$ cat src/smpt_map.svh
// register map, field positions and reset values of the pulse timing block
`ifndef SMPT_MAP_SVH
`define SMPT_MAP_SVH

`define SMPT_OFF_PULSE_CS0  32'h400E0074
`define SMPT_OFF_PULSE_CS1  32'h400E0088
`define SMPT_OFF_PULSE_CS2  32'h400E009C
`define SMPT_OFF_PULSE_CS3  32'h400E00B0
`define SMPT_OFF_SETUP      32'h400E0100
`define SMPT_OFF_HOLD       32'h400E0104
`define SMPT_OFF_MODE       32'h400E0108
`define SMPT_OFF_STATUS     32'h400E010C

`define SMPT_PULSE_RESET    32'h01010101
`define SMPT_SETUP_RESET    32'h00000001
`define SMPT_HOLD_RESET     32'h00000001
`define SMPT_MODE_RESET     32'h00000000

`define SMPT_FLD_WE_LSB     0
`define SMPT_FLD_CSWR_LSB   8
`define SMPT_FLD_RD_LSB     16
`define SMPT_FLD_CSRD_LSB   24
`define SMPT_FLD_W          7
`define SMPT_EXT_WEIGHT     9'h100
`define SMPT_MODE_BYTEWR    0

`endif

$ cat src/smpt_pkg.sv
// types shared by the pulse timing block
package smpt_pkg;
  typedef logic [6:0] smpt_field_t;
  typedef logic [8:0] smpt_count_t;
  typedef enum logic [2:0] {
    ST_IDLE,
    ST_SETUP,
    ST_PULSE,
    ST_HOLD
  } smpt_state_t;
endpackage

$ cat src/smpt_pulse_regs.sv
// four per-chip-select pulse registers with registered read port
`timescale 1ns/100ps
`include "smpt_map.svh"
module smpt_pulse_regs (
  input  wire logic        clk_sys,
  input  wire logic        sys_rst,
  input  wire logic        wrEn,
  input  wire logic [1:0]  wrIdx,
  input  wire logic [31:0] wrData,
  input  wire logic [1:0]  rdIdx,
  output logic      [31:0] rdData,
  input  wire logic [1:0]  selIdx,
  output logic      [31:0] selData
);
  logic [31:0] mem_r [4];
  logic [31:0] mem_nxt [4];
  logic [31:0] rdData_nxt;

  always_comb begin
    for (int i = 0; i < 4; i++) begin
      mem_nxt[i] = mem_r[i];
    end
    if (wrEn) begin
      mem_nxt[wrIdx] = wrData;
    end
    rdData_nxt = mem_r[rdIdx];
  end

  always_ff @(posedge clk_sys) begin
    if (sys_rst) begin
      for (int i = 0; i < 4; i++) begin
        mem_r[i] <= `SMPT_PULSE_RESET;
      end
      rdData <= 32'h00000000;
    end else begin
      for (int i = 0; i < 4; i++) begin
        mem_r[i] <= mem_nxt[i];
      end
      rdData <= rdData_nxt;
    end
  end

  assign selData = mem_r[selIdx];
endmodule

$ cat src/smpt_strobe_cnt.sv
// down counter for one strobe phase
`timescale 1ns/100ps
module smpt_strobe_cnt (
  input  wire logic                 clk_sys,
  input  wire logic                 sys_rst,
  input  wire logic                 load,
  input  wire smpt_pkg::smpt_count_t loadVal,
  output logic                      done
);
  smpt_pkg::smpt_count_t cnt_r;
  smpt_pkg::smpt_count_t cnt_nxt;

  always_comb begin
    cnt_nxt = cnt_r;
    if (load) begin
      cnt_nxt = loadVal;
    end else if (cnt_r != 9'h000) begin
      cnt_nxt = cnt_r - 9'h001;
    end
  end

  always_ff @(posedge clk_sys) begin
    if (sys_rst) begin
      cnt_r <= 9'h000;
    end else begin
      cnt_r <= cnt_nxt;
    end
  end

  // last cycle of the phase when one or none remains
  assign done = (cnt_r == 9'h001) || (cnt_r == 9'h000);
endmodule

$ cat src/smpt_ctrl.sv
// static memory pulse timing controller with apb register port
//
// Contract
// - write setup phase drives address and data before write strobe falls.
// - write pulse runs from write strobe falling edge to rising edge.
// - write hold keeps address and data driven after strobe rises.
// - byte-write mode gives only the byte strobes enabled by accByteEn the write strobe waveform.
// - write strobe low for 256*field[6] plus field[5:0] cycles.
// - write chip select active 256*field[6] plus field[5:0] cycles.
// - read strobe low for 256*field[6] plus field[5:0] cycles.
// - read chip select active 256*field[6] plus field[5:0] cycles.
`timescale 1ns/100ps
`include "smpt_map.svh"
module smpt_ctrl (
  input  wire logic        clk_sys,
  input  wire logic        sys_rst,
  input  wire logic        psel,
  input  wire logic        penable,
  input  wire logic        pwrite,
  input  wire logic [31:0] paddr,
  input  wire logic [31:0] pwdata,
  output logic      [31:0] prdata,
  output logic             pready,
  output logic             pslverr,
  input  wire logic        accReq,
  input  wire logic        accWrite,
  input  wire logic [1:0]  accCs,
  input  wire logic [3:0]  accByteEn,
  input  wire logic [31:0] accAddr,
  input  wire logic [31:0] accWdata,
  output logic             accBusy,
  output logic             accDone,
  output logic      [3:0]  chipSelect_n,
  output logic             writeStrobe_n,
  output logic      [3:0]  byteWriteStrobes_n,
  output logic             readStrobe_n,
  output logic      [31:0] memAddr,
  output logic      [31:0] memWdata,
  output logic             memDataOe
);
  // pulse length from a 7-bit field with extended high bit
  function automatic smpt_pkg::smpt_count_t pulseLen(
    input smpt_pkg::smpt_field_t f
  );
    smpt_pkg::smpt_count_t ext;
    ext = f[6] ? `SMPT_EXT_WEIGHT : 9'h000;
    pulseLen = ext + {3'b000, f[5:0]};
  endfunction

  // register index decode, used by the slave port
  function automatic logic [2:0] regIdx(input logic [31:0] a);
    case (a)
      `SMPT_OFF_PULSE_CS0: regIdx = 3'h0;
      `SMPT_OFF_PULSE_CS1: regIdx = 3'h1;
      `SMPT_OFF_PULSE_CS2: regIdx = 3'h2;
      `SMPT_OFF_PULSE_CS3: regIdx = 3'h3;
      `SMPT_OFF_SETUP:     regIdx = 3'h4;
      `SMPT_OFF_HOLD:      regIdx = 3'h5;
      `SMPT_OFF_MODE:      regIdx = 3'h6;
      `SMPT_OFF_STATUS:    regIdx = 3'h7;
      default:             regIdx = 3'h0;
    endcase
  endfunction

  function automatic logic mapped(input logic [31:0] a);
    mapped = (a == `SMPT_OFF_PULSE_CS0) || (a == `SMPT_OFF_PULSE_CS1) ||
             (a == `SMPT_OFF_PULSE_CS2) || (a == `SMPT_OFF_PULSE_CS3) ||
             (a == `SMPT_OFF_SETUP) || (a == `SMPT_OFF_HOLD) ||
             (a == `SMPT_OFF_MODE) || (a == `SMPT_OFF_STATUS);
  endfunction

  // ---- apb slave ----
  logic        apbAccess;
  logic [2:0]  idx;
  logic        pulseWrEn;
  logic [31:0] pulseRd;
  logic [31:0] pulseSel;
  logic [31:0] setup_r;
  logic [31:0] setup_nxt;
  logic [31:0] hold_r;
  logic [31:0] hold_nxt;
  logic [31:0] mode_r;
  logic [31:0] mode_nxt;
  logic [2:0]  rdIdx_r;
  logic [2:0]  rdIdx_nxt;
  logic        pready_nxt;
  logic        pslverr_nxt;
  logic        rdPend_r;
  logic        rdPend_nxt;
  logic [31:0] prdata_nxt;

  assign apbAccess = psel && penable && !pready;
  assign idx       = regIdx(paddr);
  assign pulseWrEn = apbAccess && pwrite && mapped(paddr) && !idx[2];

  // state of the strobe sequencer, declared early for the status read
  smpt_pkg::smpt_state_t state_r;
  smpt_pkg::smpt_state_t state_nxt;
  logic [1:0]            accCs_r;
  logic [1:0]            accCs_nxt;
  logic                  accWrite_r;
  logic                  accWrite_nxt;

  smpt_pulse_regs uRegs (
    .clk_sys (clk_sys),
    .sys_rst (sys_rst),
    .wrEn    (pulseWrEn),
    .wrIdx   (idx[1:0]),
    .wrData  (pwdata),
    .rdIdx   (idx[1:0]),
    .rdData  (pulseRd),
    .selIdx  (accCs_r),
    .selData (pulseSel)
  );

  // reads finish one cycle after the access phase so regs data is registered
  always_comb begin
    setup_nxt   = setup_r;
    hold_nxt    = hold_r;
    mode_nxt    = mode_r;
    rdIdx_nxt   = rdIdx_r;
    rdPend_nxt  = 1'b0;
    pready_nxt  = 1'b0;
    pslverr_nxt = 1'b0;
    prdata_nxt  = prdata;
    if (rdPend_r) begin
      pready_nxt = 1'b1;
      case (rdIdx_r)
        3'h4:    prdata_nxt = setup_r;
        3'h5:    prdata_nxt = hold_r;
        3'h6:    prdata_nxt = mode_r;
        3'h7:    prdata_nxt = {29'h0, accWrite_r, accBusy, accDone};
        default: prdata_nxt = pulseRd;
      endcase
    end else if (apbAccess && !rdPend_r) begin
      if (!mapped(paddr)) begin
        pready_nxt  = 1'b1;
        pslverr_nxt = 1'b1;
        prdata_nxt  = 32'h00000000;
      end else if (pwrite) begin
        pready_nxt = 1'b1;
        case (idx)
          3'h4:    setup_nxt = {25'h0, pwdata[6:0]};
          3'h5:    hold_nxt  = {25'h0, pwdata[6:0]};
          3'h6:    mode_nxt  = {31'h0, pwdata[0]};
          default: mode_nxt  = mode_r;
        endcase
      end else begin
        rdIdx_nxt  = idx;
        rdPend_nxt = 1'b1;
      end
    end
  end

  always_ff @(posedge clk_sys) begin
    if (sys_rst) begin
      setup_r <= `SMPT_SETUP_RESET;
      hold_r  <= `SMPT_HOLD_RESET;
      mode_r  <= `SMPT_MODE_RESET;
      rdIdx_r <= 3'h0;
      rdPend_r <= 1'b0;
      pready  <= 1'b0;
      pslverr <= 1'b0;
      prdata  <= 32'h00000000;
    end else begin
      setup_r <= setup_nxt;
      hold_r  <= hold_nxt;
      mode_r  <= mode_nxt;
      rdIdx_r <= rdIdx_nxt;
      rdPend_r <= rdPend_nxt;
      pready  <= pready_nxt;
      pslverr <= pslverr_nxt;
      prdata  <= prdata_nxt;
    end
  end

  // ---- strobe sequencer ----
  smpt_pkg::smpt_field_t weField;
  smpt_pkg::smpt_field_t csWrField;
  smpt_pkg::smpt_field_t rdField;
  smpt_pkg::smpt_field_t csRdField;
  assign weField   = pulseSel[`SMPT_FLD_WE_LSB +: `SMPT_FLD_W];
  assign csWrField = pulseSel[`SMPT_FLD_CSWR_LSB +: `SMPT_FLD_W];
  assign rdField   = pulseSel[`SMPT_FLD_RD_LSB +: `SMPT_FLD_W];
  assign csRdField = pulseSel[`SMPT_FLD_CSRD_LSB +: `SMPT_FLD_W];

  logic                  phLoad;
  smpt_pkg::smpt_count_t phVal;
  logic                  phDone;
  logic                  csLoad;
  smpt_pkg::smpt_count_t csVal;
  logic                  csDone;
  logic                  csOn_r;
  logic                  csOn_nxt;
  logic                  strobeOn_r;
  logic                  strobeOn_nxt;
  logic [3:0]            be_r;
  logic [3:0]            be_nxt;
  logic [31:0]           addr_nxt;
  logic [31:0]           wdata_nxt;
  logic                  oe_nxt;
  logic                  done_nxt;
  logic                  busy_nxt;

  smpt_strobe_cnt uPhase (
    .clk_sys (clk_sys),
    .sys_rst (sys_rst),
    .load    (phLoad),
    .loadVal (phVal),
    .done    (phDone)
  );

  smpt_strobe_cnt uCs (
    .clk_sys (clk_sys),
    .sys_rst (sys_rst),
    .load    (csLoad),
    .loadVal (csVal),
    .done    (csDone)
  );

  // setup count, loaded as the access is taken
  logic       setupLoad;
  logic [6:0] setupCnt_r;
  logic [6:0] setupCnt_nxt;
  logic       strobeGo;
  assign setupLoad = (state_r == smpt_pkg::ST_IDLE) && accReq;
  // strobe falls at the end of the last setup cycle; a zero count acts as one
  assign strobeGo = (state_r == smpt_pkg::ST_SETUP) && (setupCnt_r <= 7'h01);
  always_comb begin
    setupCnt_nxt = setupCnt_r;
    if (setupLoad) begin
      setupCnt_nxt = setup_r[6:0];
    end else if (setupCnt_r != 7'h00) begin
      setupCnt_nxt = setupCnt_r - 7'h01;
    end
  end
  always_ff @(posedge clk_sys) begin
    if (sys_rst) begin
      setupCnt_r <= 7'h00;
    end else begin
      setupCnt_r <= setupCnt_nxt;
    end
  end

  always_comb begin
    state_nxt    = state_r;
    accCs_nxt    = accCs_r;
    accWrite_nxt = accWrite_r;
    be_nxt       = be_r;
    addr_nxt     = memAddr;
    wdata_nxt    = memWdata;
    oe_nxt       = memDataOe;
    strobeOn_nxt = strobeOn_r;
    csOn_nxt     = csOn_r && !csDone;
    phLoad       = 1'b0;
    phVal        = 9'h000;
    csLoad       = 1'b0;
    csVal        = 9'h000;
    done_nxt     = 1'b0;
    busy_nxt     = accBusy;
    case (state_r)
      smpt_pkg::ST_IDLE: begin
        if (accReq) begin
          accCs_nxt    = accCs;
          accWrite_nxt = accWrite;
          be_nxt       = accByteEn;
          addr_nxt     = accAddr;
          wdata_nxt    = accWdata;
          oe_nxt       = accWrite;
          busy_nxt     = 1'b1;
          state_nxt    = smpt_pkg::ST_SETUP;
        end
      end
      smpt_pkg::ST_SETUP: begin
        // address and data lead the strobe for the setup count
        if (strobeGo) begin
          phLoad       = 1'b1;
          csLoad       = 1'b1;
          csOn_nxt     = 1'b1;
          strobeOn_nxt = 1'b1;
          phVal = accWrite_r ? pulseLen(weField) : pulseLen(rdField);
          csVal = accWrite_r ? pulseLen(csWrField)
                             : pulseLen(csRdField);
          state_nxt = smpt_pkg::ST_PULSE;
        end
      end
      smpt_pkg::ST_PULSE: begin
        if (phDone) begin
          strobeOn_nxt = 1'b0;
          phLoad       = 1'b1;
          phVal        = {2'b00, hold_r[6:0]};
          state_nxt    = smpt_pkg::ST_HOLD;
        end
      end
      smpt_pkg::ST_HOLD: begin
        if (phDone && !csOn_r) begin
          oe_nxt    = 1'b0;
          done_nxt  = 1'b1;
          busy_nxt  = 1'b0;
          state_nxt = smpt_pkg::ST_IDLE;
        end
      end
      default: state_nxt = smpt_pkg::ST_IDLE;
    endcase
  end

  always_ff @(posedge clk_sys) begin
    if (sys_rst) begin
      state_r    <= smpt_pkg::ST_IDLE;
      accCs_r    <= 2'h0;
      accWrite_r <= 1'b0;
      be_r       <= 4'h0;
      csOn_r     <= 1'b0;
      strobeOn_r <= 1'b0;
      memAddr    <= 32'h00000000;
      memWdata   <= 32'h00000000;
      memDataOe  <= 1'b0;
      accDone    <= 1'b0;
      accBusy    <= 1'b0;
    end else begin
      state_r    <= state_nxt;
      accCs_r    <= accCs_nxt;
      accWrite_r <= accWrite_nxt;
      be_r       <= be_nxt;
      csOn_r     <= csOn_nxt;
      strobeOn_r <= strobeOn_nxt;
      memAddr    <= addr_nxt;
      memWdata   <= wdata_nxt;
      memDataOe  <= oe_nxt;
      accDone    <= done_nxt;
      accBusy    <= busy_nxt;
    end
  end

  // ---- pin outputs, all registered ----
  logic [3:0] csN_nxt;
  logic       weN_nxt;
  logic       rdN_nxt;
  logic [3:0] bwN_nxt;

  always_comb begin
    csN_nxt = 4'hF;
    weN_nxt = 1'b1;
    rdN_nxt = 1'b1;
    bwN_nxt = 4'hF;
    if (csOn_nxt) begin
      csN_nxt[accCs_r] = 1'b0;
    end
    if (strobeOn_nxt) begin
      if (!accWrite_r) begin
        rdN_nxt = 1'b0;
      end else if (mode_r[`SMPT_MODE_BYTEWR]) begin
        bwN_nxt = ~be_r;
      end else begin
        weN_nxt = 1'b0;
      end
    end
  end

  always_ff @(posedge clk_sys) begin
    if (sys_rst) begin
      chipSelect_n       <= 4'hF;
      writeStrobe_n      <= 1'b1;
      readStrobe_n       <= 1'b1;
      byteWriteStrobes_n <= 4'hF;
    end else begin
      chipSelect_n       <= csN_nxt;
      writeStrobe_n      <= weN_nxt;
      readStrobe_n       <= rdN_nxt;
      byteWriteStrobes_n <= bwN_nxt;
    end
  end
endmodule

$ cat config.mk
export PLATFORM = sky130hd
export DESIGN_NAME = smpt_ctrl
export DESIGN_NICKNAME = d
export VERILOG_FILES = /design/src/smpt_pkg.sv /design/src/smpt_pulse_regs.sv /design/src/smpt_strobe_cnt.sv /design/src/smpt_ctrl.sv
export VERILOG_INCLUDE_DIRS = /design/src
export SDC_FILE = /design/constraint.sdc
export NUM_CORES = 1
export LEC_CHECK = 0
export ABC_AREA = 1
export CORE_ASPECT_RATIO = 0.9
export CORE_MARGIN = 2
export CORE_UTILIZATION = 45
export DETAILED_ROUTE_END_ITERATION = 10
export DONT_BUFFER_PORTS = 1
export REMOVE_ABC_BUFFERS = 1
export SYNTH_ARGS = -nofsm -noshare
export SYNTH_HDL_FRONTEND = slang
export SYNTH_SLANG_ARGS = --single-unit
$ cat constraint.sdc
create_clock -name clk_sys -period 3 [get_ports clk_sys]
set_input_delay 0.75 -clock clk_sys [delete_from_list [all_inputs] [get_ports clk_sys]]
set_output_delay 0.75 -clock clk_sys [all_outputs]
set_load 0.005 [all_outputs]
; ---- Word level (Yosys, flattened, before mapping)
; Memories as Yosys holds them, arrays and structs flattened. A register that Yosys moved wholly into a read port is not among the register bits.
; Cells that the tools add are included.
[word_totals]
register_bits = 167
latchBits = 0
ram_bits = 128
mem_bits_ro = 0
in_bits = 141
wordCells = 197
mem_count = 1
[op_classes]
add_sub_neg = 7
mul = 0
n_div = 0
n_lt_le_gt_ge = 5
eq_ne = 25
shifts = 0
mux = 65
n_bitwise = 16
reduce_logical = 52
[mem_list]
columns = name, depth, word_bits, rd, rd_ports_with_merged_regs, wr, line
row1 = uRegs.mem_r, 4, 32, 6, 2, 4, smpt_pulse_regs.sv:15  ; logic [31:0] mem_r [4];
[op_table]
columns = operator, n
row1 = equality test 32 x 31 -> 1 bit (second input constant), 8
row2 = two-way mux 32 bit, 8
row3 = bitwise mux 128 bit, 1
row4 = two-way mux 128 bit, 1
row5 = case mux 32 bit (4 select lines), 1
row6 = two-way mux 9 bit, 13
row7 = demux 32 bit (select 2 bit), 1
row8 = adder 9 x 6 -> 9 bit, 4
row9 = two-way mux 1 bit, 23
row10 = equality test 3 bit (second input constant), 7
row11 = two-way mux 7 bit, 3
row12 = case mux 3 bit (7 select lines), 1
row13 = equality test 9 x 1 -> 1 bit (second input constant), 2
row14 = zero test 9 bit, 2
row15 = case mux 9 bit (2 select lines), 1
row16 = nonzero test 9 bit, 2
row17 = subtractor 9 x 1 -> 9 bit (second input constant), 2
row18 = AND reduction 5 bit, 3
row19 = logical AND 1 bit, 12
row20 = two-way mux 3 bit, 4
row21 = case mux 3 bit (4 select lines), 1
row22 = inequality test 2 bit (second input constant), 5
row23 = nonzero test 2 bit, 5
row24 = logical OR 1 bit, 9
row25 = other kinds (24), 51

; ---- Depth between registers and ports, before layout
; Gate-level depths: netlist of run 1.
[depth]
word_depth = 12
ltp_mapped = 15
ltp_nobuf = 14

; ---- Modules after synthesis
; From an unflattened synthesis of run 1, not the netlist that was laid out.
[unflattened]
cells_unflattened = 2228
hier_area_um2 = 15398.5
[modules_own_cells]
columns = module, n_inst, cells_each, area_per_inst_um2, seq_area_each_um2
row1 = smpt_pulse_regs, 1, 1182, 7783.7, 3203.1
row2 = smpt_ctrl, 1, 864, 6433.7, 2962.8
row3 = smpt_strobe_cnt, 2, 91, 590.6, 180.2

; ---- Least setup slack after synthesis of run 1
; OpenSTA, ideal clock, no wires.
[synth_path]
kind = input port to flip-flop
startpoint = input paddr[13]
endpoint = memory uRegs.mem_r[3][13]
setup_ns = 0.116
arrival_time_ns = 2.134
path_slack_ns = 0.751
cell_stages = 13
path_buffers = 1
path_cell_list = nor2_1 > nand2_1 > nor2_2 > nand3_1 > inv_1 > nand2_4 > nand3_2 > nand3_4 > nor2_4 > inv_2 > buf_2 > nor2_1 > nor2_1
[synth_rtl]
columns = element, line
row1 = "start, declared", smpt_ctrl.sv:20  ; input wire logic [31:0] paddr,
row2 = "end, declared", smpt_pulse_regs.sv:15

; ---- Worst setup path after layout of run 1
[layout_path]
startpoint = register setupCnt_r[4]
endpoint = register uPhase.cnt_r[4]
[layout_via]
elab_chain_len = 5
elab_cells_between_ends = 8
classes_between = order compare: 1 / mux: 5 / reduce/logical: 2
[layout_rtl]
columns = element, line
row1 = "start, declared", smpt_ctrl.sv:223  ; logic [6:0] setupCnt_r;
row2 = "start signal, assigned", smpt_ctrl.sv:241  ; setupCnt_r <= setupCnt_nxt;
row3 = <= comparator 7 x 1 -> 1 bit (*), smpt_ctrl.sv:228  ; assign strobeGo = (state_r == smpt_pkg::ST_SETUP) && (setupCnt_r <= 7'h01);
row4 = logical AND 1 bit (*), smpt_ctrl.sv:228
row5 = two-way mux 9 bit or two-way mux 1 bit (tied branches), smpt_ctrl.sv:276  ; if (strobeGo) begin
row6 = case mux 9 bit (2 select lines) or case mux 1 bit (2 select lines) (tied branches), smpt_ctrl.sv:261  ; case (state_r)
row7 = two-way mux 9 bit or nonzero test 2 bit (tied branches), n/a
row8 = "end signal, assigned", smpt_strobe_cnt.sv:26  ; cnt_r <= cnt_nxt;
row9 = "end, declared", smpt_strobe_cnt.sv:10  ; smpt_pkg::smpt_count_t cnt_r;
; Mark *: on every way between the ends. The rest lies on a longest branch, timed or not.
; A chain may end at the register's enable or synchronous reset.

==> results of run 1 <==
sequential cells by signal, indices dropped and copies added, names as in the netlist, 4 cells and up, named ones only:
signal              cells
be_r                    4
byteWriteStrobes_n      4
chipSelect_n            4
hold_r                  7
memAddr                32
memWdata               32
prdata                 32
setupCnt_r              7
setup_r                 7
uCs.cnt_r               9
uPhase.cnt_r            9
uRegs.mem_r           128
uRegs.rdData           32
stage by stage:
stage	setup TNS [ps]	instance area, um^2	setup slack [ps]	hold WS [ps]	instances
6_report	0	15900	727	299	2449
3_5_place_dp	0	14700	355	391	2386
2_1_floorplan	-197380	13800	-1270	381	1931
3_3_place_gp	0	14700	395	391	2386
4_1_cts	0	15900	728	277	2449
5_1_grt	0	15900	442	278	2449
critical path, delay by kind of cell, from the launching register on:
| kind | cells | cell delay, ps |
|---|---|---|
| buffers and inverters | 2 | 220 |
| and+or+nand+nor | 9 | 1630 |
| DFF | 1 | 340 |
metal layers:
| layer | part of all wire [%] | routed length [um] | up-vias |
|---|---|---|---|
| li1 | - | - | 6607 |
| met1 | 45 | 18600 | 6078 |
| met2 | 46 | 19200 | 405 |
| met3 | 6.9 | 2850 | 65 |
| met4 | 2.2 | 899 | 0 |
| met5 | 0 | 0 | - |
cell usage in the layout, fill, tap and decap left out, types with 5 or more instances in the layout:
| cell type | netlist | routed |
|---|---|---|
| nor2_2 | 9 | 10 |
| o211ai_1 | 11 | 11 |
| nor2_4 | 5 | 5 |
| buf_12 | 0 | 6 |
| nor3_1 | 18 | 18 |
| inv_1 | 114 | 112 |
| xnor2_1 | 6 | 6 |
| o21ai_0 | 220 | 220 |
| clkbuf_1 | 78 | 8 |
| o21bai_1 | 7 | 7 |
| nor2_1 | 468 | 467 |
| nand2_1 | 323 | 322 |
| clkbuf_16 | 0 | 37 |
| nand4_1 | 7 | 7 |
| o21ai_1 | 90 | 90 |
| inv_2 | 7 | 8 |
| buf_4 | 9 | 33 |
| nand3_1 | 110 | 110 |
| ha_1 | 12 | 12 |
| a31oi_1 | 7 | 7 |
| dfxtp_1 | 328 | 327 |
| clkbuf_8 | 0 | 6 |
| xor2_1 | 8 | 8 |
| a21oi_1 | 147 | 147 |
cell usage after synthesis, drive strengths merged:
cell type / n
nand3: 115
o211ai: 13
o21ai: 310
xor2: 8
ha: 12
a211oi: 4
clkinv: 3
a221oi: 1
nand4: 7
or2: 1
a31oi: 7
o22ai: 2
buf: 50
a22oi: 1
dfxtp: 328
o21bai: 7
a21oi: 147
nor2: 482
a311oi: 2
inv: 121
xnor2: 6
nor4: 1
o221ai: 2
o21a: 4
nand2: 326
nor3: 18
clkbuf: 78
o31ai: 3
power groups by stage:
stage,Sequential [uW],Combinational [uW],Clock [uW]
after floorplan,5230,1840,0
after global placement,5270,2550,0
after detailed placement,5280,2590,0
after CTS,5180,2600,4580
after global routing,5240,2970,4740
final,5180,2600,4470
worst max-delay path by stage:
stage | endpoint | depth (start not counted) | start | slack, ps
2_1_floorplan | chipSelect_n[0] | 4 | sys_rst | -1270
3_3_place_gp | uRegs.mem_r[0][1] | 12 | paddr[23] | 390
3_5_place_dp | uRegs.mem_r[0][31] | 12 | paddr[23] | 360
4_1_cts | uPhase.cnt_r[4] | 12 | uPhase.cnt_r[0] | 730
5_1_grt | uPhase.cnt_r[6] | 12 | uPhase.cnt_r[0] | 440
6_report | uPhase.cnt_r[4] | 11 | setupCnt_r[4] | 730
logic make-up after synthesis:
logic type / count (synthesis)
simple gates: 950
fa+ha+maj: 12
compound gates: 503
buf+inv: 252
flops: 328
xor+xnor: 14
final cells by class:
| cell class | count | area share (%) |
|---|---|---|
| multi-input combinational | 1479 | 42.6 |
| sequential | 328 | 41.3 |
| clock buffer | 51 | 6.53 |
| tap | 416 | 3.28 |
| inverter | 124 | 2.94 |
| timing repair buffer | 39 | 2.31 |
| clock inverter | 12 | 0.968 |
==> impl_results.md, run 1 <==
* Largest family of logic cells by synthesized area: simple AND/OR/NAND/NOR gates
* DR iter-0 viols at 1051
* Mapped Cells at 2059
* Post-route antenna net violation count at 0
* Synth Area in Compound Gates at 18.4%
* WHS Path Cells at 1
* Vias at 13200
* CP Class: flip-flop to flip-flop
* Root Driver: clkbuf_16
* Core area at 31700 um^2
* Layout cells sized above 1 at 6.44%
* # hold bufs at CTS at 0
* Total Power at 12200 uW
* Met2 Track Usage GR at 40.5%
* Startpoint types: flip-flop
* Diode count at 0
* Yosys reg bits at 328
* Max-slew headroom at 47.9%
* Top Usage Layer GRT: met2
* Synth warnings at 0
* Buffer count from post-CTS setup fixing at 0
* Setup Skew at 16.6 ps
* Worst EP arrival at 2710 ps
* Lkg Pwr at 0.00647 uW
* Routed WL at 41.5 mm
* Reg-to-reg critical path startpoint: setupCnt_r[4]
* Synthesized area at 14400 um^2
* Sw Pwr at 3830 uW
* Xor/xnor share of the synthesized area at 0.854%
* Drc violations at 0
* DP HPWL at 26.5 mm
* Syn_area_per_cell at 6.97 um^2
* Worst r2r dst: uPhase.cnt_r[4]
* Post-Synth Adder-Cell Area at 1.05%
* First-pass GRT wire length at 65.2 mm
* RSZ-0062 raised after global routing: no
* Pins over their slew limit at 0
* Slowest stage cell on the critical path: dfxtp_1
* Setup violations, final at 0
* Detailed-route wire length per cell at 16.9 um
* GRT Total Usage at 24.2%
* Port Buffers at 0
* CTS tree: done
* Critical Path Most Common Cell: nand2_1
* Clock Path Buffers at 3
* Clock slew at reported path FFs at 60 ps
* Storage cell area at 6570 um^2
* Hold Startpoint: sys_rst
* Maximum VDD drop at 0.565 mV
* PostCTS Resize Cnt at 0
* MaxCap Viol Count at 0
* Worst-path maximum fanout at 11
* Die footprint at 33300 um^2
* Internal at 8410 uW
* Sw frac at 31.3%
* Met3 Use GR at 4.76%
* Cell Pwr Density at 771 nW/um^2
* Critical-path cell list: nor3_1 > nand2_1 > nor2_1 > nand2_1 > clkinv_1 > nand2_1 > nand2_1 > nor2_1 > inv_1 > nand2_1 > nor3_1
* Final Cycle Share at 75.8%
* Yosys top cell by area: dfxtp_1
* Grt total ovfl at 0
* Simple-gate area share of the yosys netlist at 26.9%
* Worst EP required at 3440 ps
* Max incr delay on CP at 340 ps
* HP Class: primary input to flip-flop
* 1st-pass router iterations at 6
* Vias in the first global route at 12300
* Final GP Congestion at 0.832
* CTS buffer count at 36
* H-tree depth at 2
* FMAX at 0.440 GHz
* Dominant cells by area after synthesis: dfxtp_1, nor2_1, nand2_1
* Initial antenna violation count at 0
* Die height at 173 um
* Post-synthesis mux area share at 0%
* Final Core Density at 50.2%
* Multi-input gate area at 6780 um^2
* Die width at 192 um
* Largest net degree at the start of global routing at 119
* Worst Tran Pin Value at 781 ps
* Post-synth cell types at 39
* Post-synth top area share at 45.8%
* R2r setup slk at 730 ps
* Comb pwr share at 21.3%
* Fin nets at 2161
* Area growth syn-to-layout at 10.7%
* Row count at 62
* Final hold vios at 0
* Clock Latency Late Sink at 520 ps
* Fill cells at 3167
* Sequential power share at 42.3%
* Min cycle time layout at 2270 ps
* Hold Path Sink: prdata[23]
* Met1 GRT Util at 31.7%
* Post-synthesis sequential area ratio at 45.8%
* R2R cell count at 11
* Num Clock Sinks at 328
* Via/cell ratio at 5.37
* Initial Util at 45.3%
* Status: completed
* Worst setup EP type: flip-flop
* Clock power frac at 36.5%
* IO Count at 252
No activity file was read; power rests on OpenSTA's default activity.
==> run 2, diff against run 1 <==
clock period = 2.4 ns   (was 3 ns; I/O delays follow)
==> impl_results.md, run 2 (synthesis results as in run 1) <==
* Status: completed
* Worst EP arrival at 2510 ps
* Largest net degree at the start of global routing at 76
* Pins over their slew limit at 0
* Setup_tns at 0 ps
* CP Class: flip-flop to flip-flop
* Clock slew at reported path FFs at 60 ps
* Worst Path Buf+Inv at 2
* First-pass GRT wire length at 66.1 mm
* Family with the most delay on the worst path: simple AND/OR/NAND/NOR gates
* Root Driver: clkbuf_16
* Max incr delay on CP at 340 ps
* CTS tree: done
* Setup violations, final at 0
* Met3 Use GR at 5.34%
* IO Count at 252
* Commonest non-fill, non-tap cell in the layout: nor2_1
* DR iter-0 viols at 970
* # hold bufs at CTS at 0
* Clock Latency Late Sink at 530 ps
* Setup Skew at 22.0 ps
* Grt total ovfl at 0
* Beginning of the critical path: setupCnt_r[4]
* H-tree depth at 2
* RSZ-0062 raised after global routing: no
* Sequential power share at 42.7%
* Die footprint at 33300 um^2
* Worst Tran Pin Value at 571 ps
* HP Class: primary input to flip-flop
* Critical-path cell list: nor3_1 > nand2_1 > nor2_1 > nand2_1 > clkinv_1 > nand2_1 > nand2_1 > nor2_1 > inv_1 > nand2_1 > nor3_1
* Final Cycle Share at 85.7%
* Vias at 13300
* Maximum VDD drop at 0.908 mV
* Die width at 192 um
* Reg with most FFs: uRegs.mem_r
* Initial Util at 45.3%
* FMAX at 0.486 GHz
* Drc violations at 0
* Comb pwr share at 22.4%
* DP HPWL at 27.9 mm
* Worst EP required at 2850 ps
* Layout cells sized above 1 at 7.58%
* Internal at 10300 uW
* Initial antenna violation count at 0
* CTS buffer count at 36
* Sw Pwr at 4810 uW
* Num Clock Sinks at 328
* Hold Startpoint: sys_rst
* Slowest stage cell on the critical path: dfxtp_1
* Worst-path maximum fanout at 7
* Leading cell types in the layout, fill and taps excluded: nor2_1, dfxtp_1, nand2_1
* Detailed-route wire length per cell at 16.9 um
* Met2 Track Usage GR at 39.6%
* Cell Pwr Density at 935 nW/um^2
* Worst setup EP type: flip-flop
* Routed WL at 41.9 mm
* Clock power frac at 34.9%
* Min cycle time layout at 2060 ps
* Max reg flops at 128
* Via/cell ratio at 5.36
* Sw frac at 31.7%
* Startpoint types: flip-flop
* Max-slew headroom at 61.9%
* Clock Path Buffers at 3
* Row count at 62
* Area growth syn-to-layout at 12.9%
* Fin nets at 2190
* Top Usage Layer GRT: met2
* GRT Total Usage at 24.6%
* Die height at 173 um
* Vias in the first global route at 12500
* Final hold vios at 0
* 1st-pass router iterations at 5
* Port Buffers at 0
* Post-route antenna net violation count at 0
* Lkg Pwr at 0.00665 uW
* Core area at 31700 um^2
* Reg-to-reg critical path startpoint: setupCnt_r[4]
* Met1 GRT Util at 33.3%
* Worst hold margin at 148 ps
* Final GP Congestion at 0.877
* MaxCap Viol Count at 0
* Critical Path Most Common Cell: nand2_1
run 2: cell count changes in the layout (fill, tap and decap cells not counted), sizes merged:
cell | previous run | this run
buf | 39 | 68
bufinv | 3 | 1
diode | 0 | 1
clkinvlp | 2 | 0
run 2: through the flow:
stage | area (um^2) | total power, uW | instances | utilization [%] | setup slack (ps)
4_1_cts | 16200 | 15300 | 2474 | 51.2 | 280
2_1_floorplan | 13800 | 8850 | 1931 | - | -1720
3_5_place_dp | 15100 | 9950 | 2415 | 47.7 | 54.0
3_3_place_gp | 15100 | 9880 | 2415 | 47.7 | 107
5_1_grt | 16200 | 16000 | 2474 | 51.2 | 89.7
6_report | 16200 | 15200 | 2475 | 51.2 | 343
run 2: per-layer routing:
metal / vias up / wire [um]
met4: 0 / 801
met1: 6100 / 18800
met5: - / 0
met3: 70 / 3050
li1: 6663 / -
met2: 436 / 19200
run 2: final timing paths:
kind,to,slack (ps),depth (start not counted)
worst min register to register,byteWriteStrobes_n[0],410,1
worst min-delay path,prdata[7],150,1
worst max register to register,uPhase.cnt_r[4],340,11
worst max-delay path,uPhase.cnt_r[4],340,11
run 2: area by class of cell:
class	count	area, um^2
clock buffer	51	1030
timing repair buffer	68	761
clock inverter	8	76.3
sequential	328	6570
multi-input combinational	1479	6780
antenna	1	2.50
fill	3161	15400
tap	416	520
inverter	124	468
run 2: timing repair:
item | CTS | global route
gates resized for setup | 0 | 1
endpoints found under the setup margin | 0 | 1
setup buffers | 0 | 0
endpoints found under the hold margin | 0 | 0
run 2: worst reg2reg max path: stages (launching register included):
cell	delay, ps
dfxtp_1	340
nor3_1	260
nand2_1	100
nor2_1	180
nand2_1	150
clkinv_1	80
nand2_1	90
nand2_1	200
nor2_1	90
inv_1	120
nand2_1	170
nor3_1	200
run 2: power by group through the flow:
stage | clock [uW] | sequential (uW) | combinational, uW
finish | 5290 | 6470 | 3390
global route | 5620 | 6540 | 3870
CTS | 5420 | 6480 | 3390
detailed placement | 0 | 6590 | 3360
global placement | 0 | 6580 | 3290
floorplan | 0 | 6540 | 2310
==> run 3, diff against run 2 <==
CORE_MARGIN = 10   (was 2)
SKIP_CTS_REPAIR_TIMING = 1   (was unset)
clock period = 2 ns   (was 2.4 ns; I/O delays follow)
==> impl_results.md, run 3 (synthesis results as in run 1) <==
* Status: completed
* MaxCap Viol Count at 0
* Num Clock Sinks at 328
* H-tree depth at 2
* Setup violations, final at 0
* Placed cell area at 15300 um^2
* Die width at 208 um
* Met3 Use GR at 4.52%
* Detailed-route wire length per cell at 17.9 um
* Commonest non-fill, non-tap cell in the layout: nor2_1
* CP Class: flip-flop to flip-flop
* Grt total ovfl at 0
* Initial antenna violation count at 0
* Post-route antenna net violation count at 0
* Drc violations at 0
* Vias in the first global route at 12600
* Largest net degree at the start of global routing at 76
* Worst Tran Pin Value at 572 ps
* CTS buffer count at 35
* Max reg flops at 128
* Clock Path Buffers at 3
* DP HPWL at 29.9 mm
* Final Cycle Share at 92.0%
* Initial Util at 46.1%
* Vias at 13400
* Clock Latency Late Sink at 520 ps
* Top Usage Layer GRT: met2
* Final Core Density at 53.1%
* Port Buffers at 0
* CTS tree: done
* 1st-pass router iterations at 5
* Clock slew at reported path FFs at 60 ps
* Worst EP required at 2440 ps
* Maximum VDD drop at 0.862 mV
* GRT Total Usage at 21.4%
* Area growth syn-to-layout at 15.3%
* Row count at 61
* Setup Skew at 14.9 ps
* Die footprint at 39400 um^2
* Worst-path maximum fanout at 9
* Routed WL at 44.5 mm
* Total Power at 18600 uW
* Worst setup EP type: flip-flop
* Leading cell types in the layout, fill and taps excluded: nor2_1, dfxtp_1, nand2_1
* Min cycle time layout at 1840 ps
* Startpoint types: flip-flop
* Worst EP arrival at 2280 ps
* Root Driver: clkbuf_16
* Final hold vios at 0
* Final Cell Area at 16500 um^2
* Final GP Congestion at 0.839
* HP Class: primary input to flip-flop
* Cell Pwr Density at 1120 nW/um^2
* First-pass GRT wire length at 69.5 mm
* Pins over their slew limit at 0
* Die height at 189 um
* Fin nets at 2214
* Lkg Pwr at 0.00682 uW
* Diode count at 0
* FMAX at 0.543 GHz
* Layout cells sized above 1 at 9.07%
* Met1 GRT Util at 26.7%
* DR iter-0 viols at 1037
* Reg with most FFs: uRegs.mem_r
* Met2 Track Usage GR at 36.0%
* Core area at 31100 um^2
* Via/cell ratio at 5.39
* IO Count at 252
* Max-slew headroom at 61.6%
## run 3: final timing paths
check / endpoint / depth (start not counted) / slack [ps] / start
max: uPhase.cnt_r[5] / 10 / 160 / setupCnt_r[4]
min: prdata[7] / 1 / 40 / sys_rst
max reg2reg: uPhase.cnt_r[5] / 10 / 160 / setupCnt_r[4]
min reg2reg: byteWriteStrobes_n[3] / 1 / 400 / be_r[3]
## run 3: worst max-delay path, cell delays in order (launching register included)
cell and delay (ps):
dfxtp_1 350, nor3_2 210, nand2_1 90, nor2_1 110
nand2_1 110, clkinv_1 70, buf_4 190, nand3_1 180
o211ai_1 180, o21ai_0 140, a21oi_1 130
## run 3: power by group
| group | internal [uW] | switching [uW] |
|---|---|---|
| Sequential | 7240 | 565 |
| Combinational | 1510 | 2600 |
| Clock | 4040 | 2630 |
## run 3: cell type report
type                       instances  area, um^2
sequential                       328        6570
timing repair buffer              93        1010
inverter                         124         470
clock inverter                    12         168
tap                              409         512
fill                            3110       14600
multi-input combinational       1479        6810
clock buffer                      48        1010
## run 3: routing by layer
layer / part of all wire (%) / vias up / wire (um)
li1: - / 6713 / -
met1: 42 / 6195 / 18600
met2: 48 / 457 / 21200
met3: 7.9 / 73 / 3530
met4: 2.5 / 0 / 1100
met5: 0 / - / 0
## run 3: stage by stage
| stage | worst slack (ps) | hold slack, ps | TNS [ps] | std cells |
|---|---|---|---|---|
| 6_report | 159 | 44.8 | 0 | 2493 |
| 5_1_grt | -3.96 | 29.4 | -3.96 | 2493 |
| 3_3_place_gp | -171 | 386 | -21240 | 2433 |
| 2_1_floorplan | -2020 | 381 | -422190 | 1931 |
| 3_5_place_dp | -241 | 388 | -32750 | 2433 |
| 4_1_cts | 27.1 | 33.5 | 0 | 2493 |
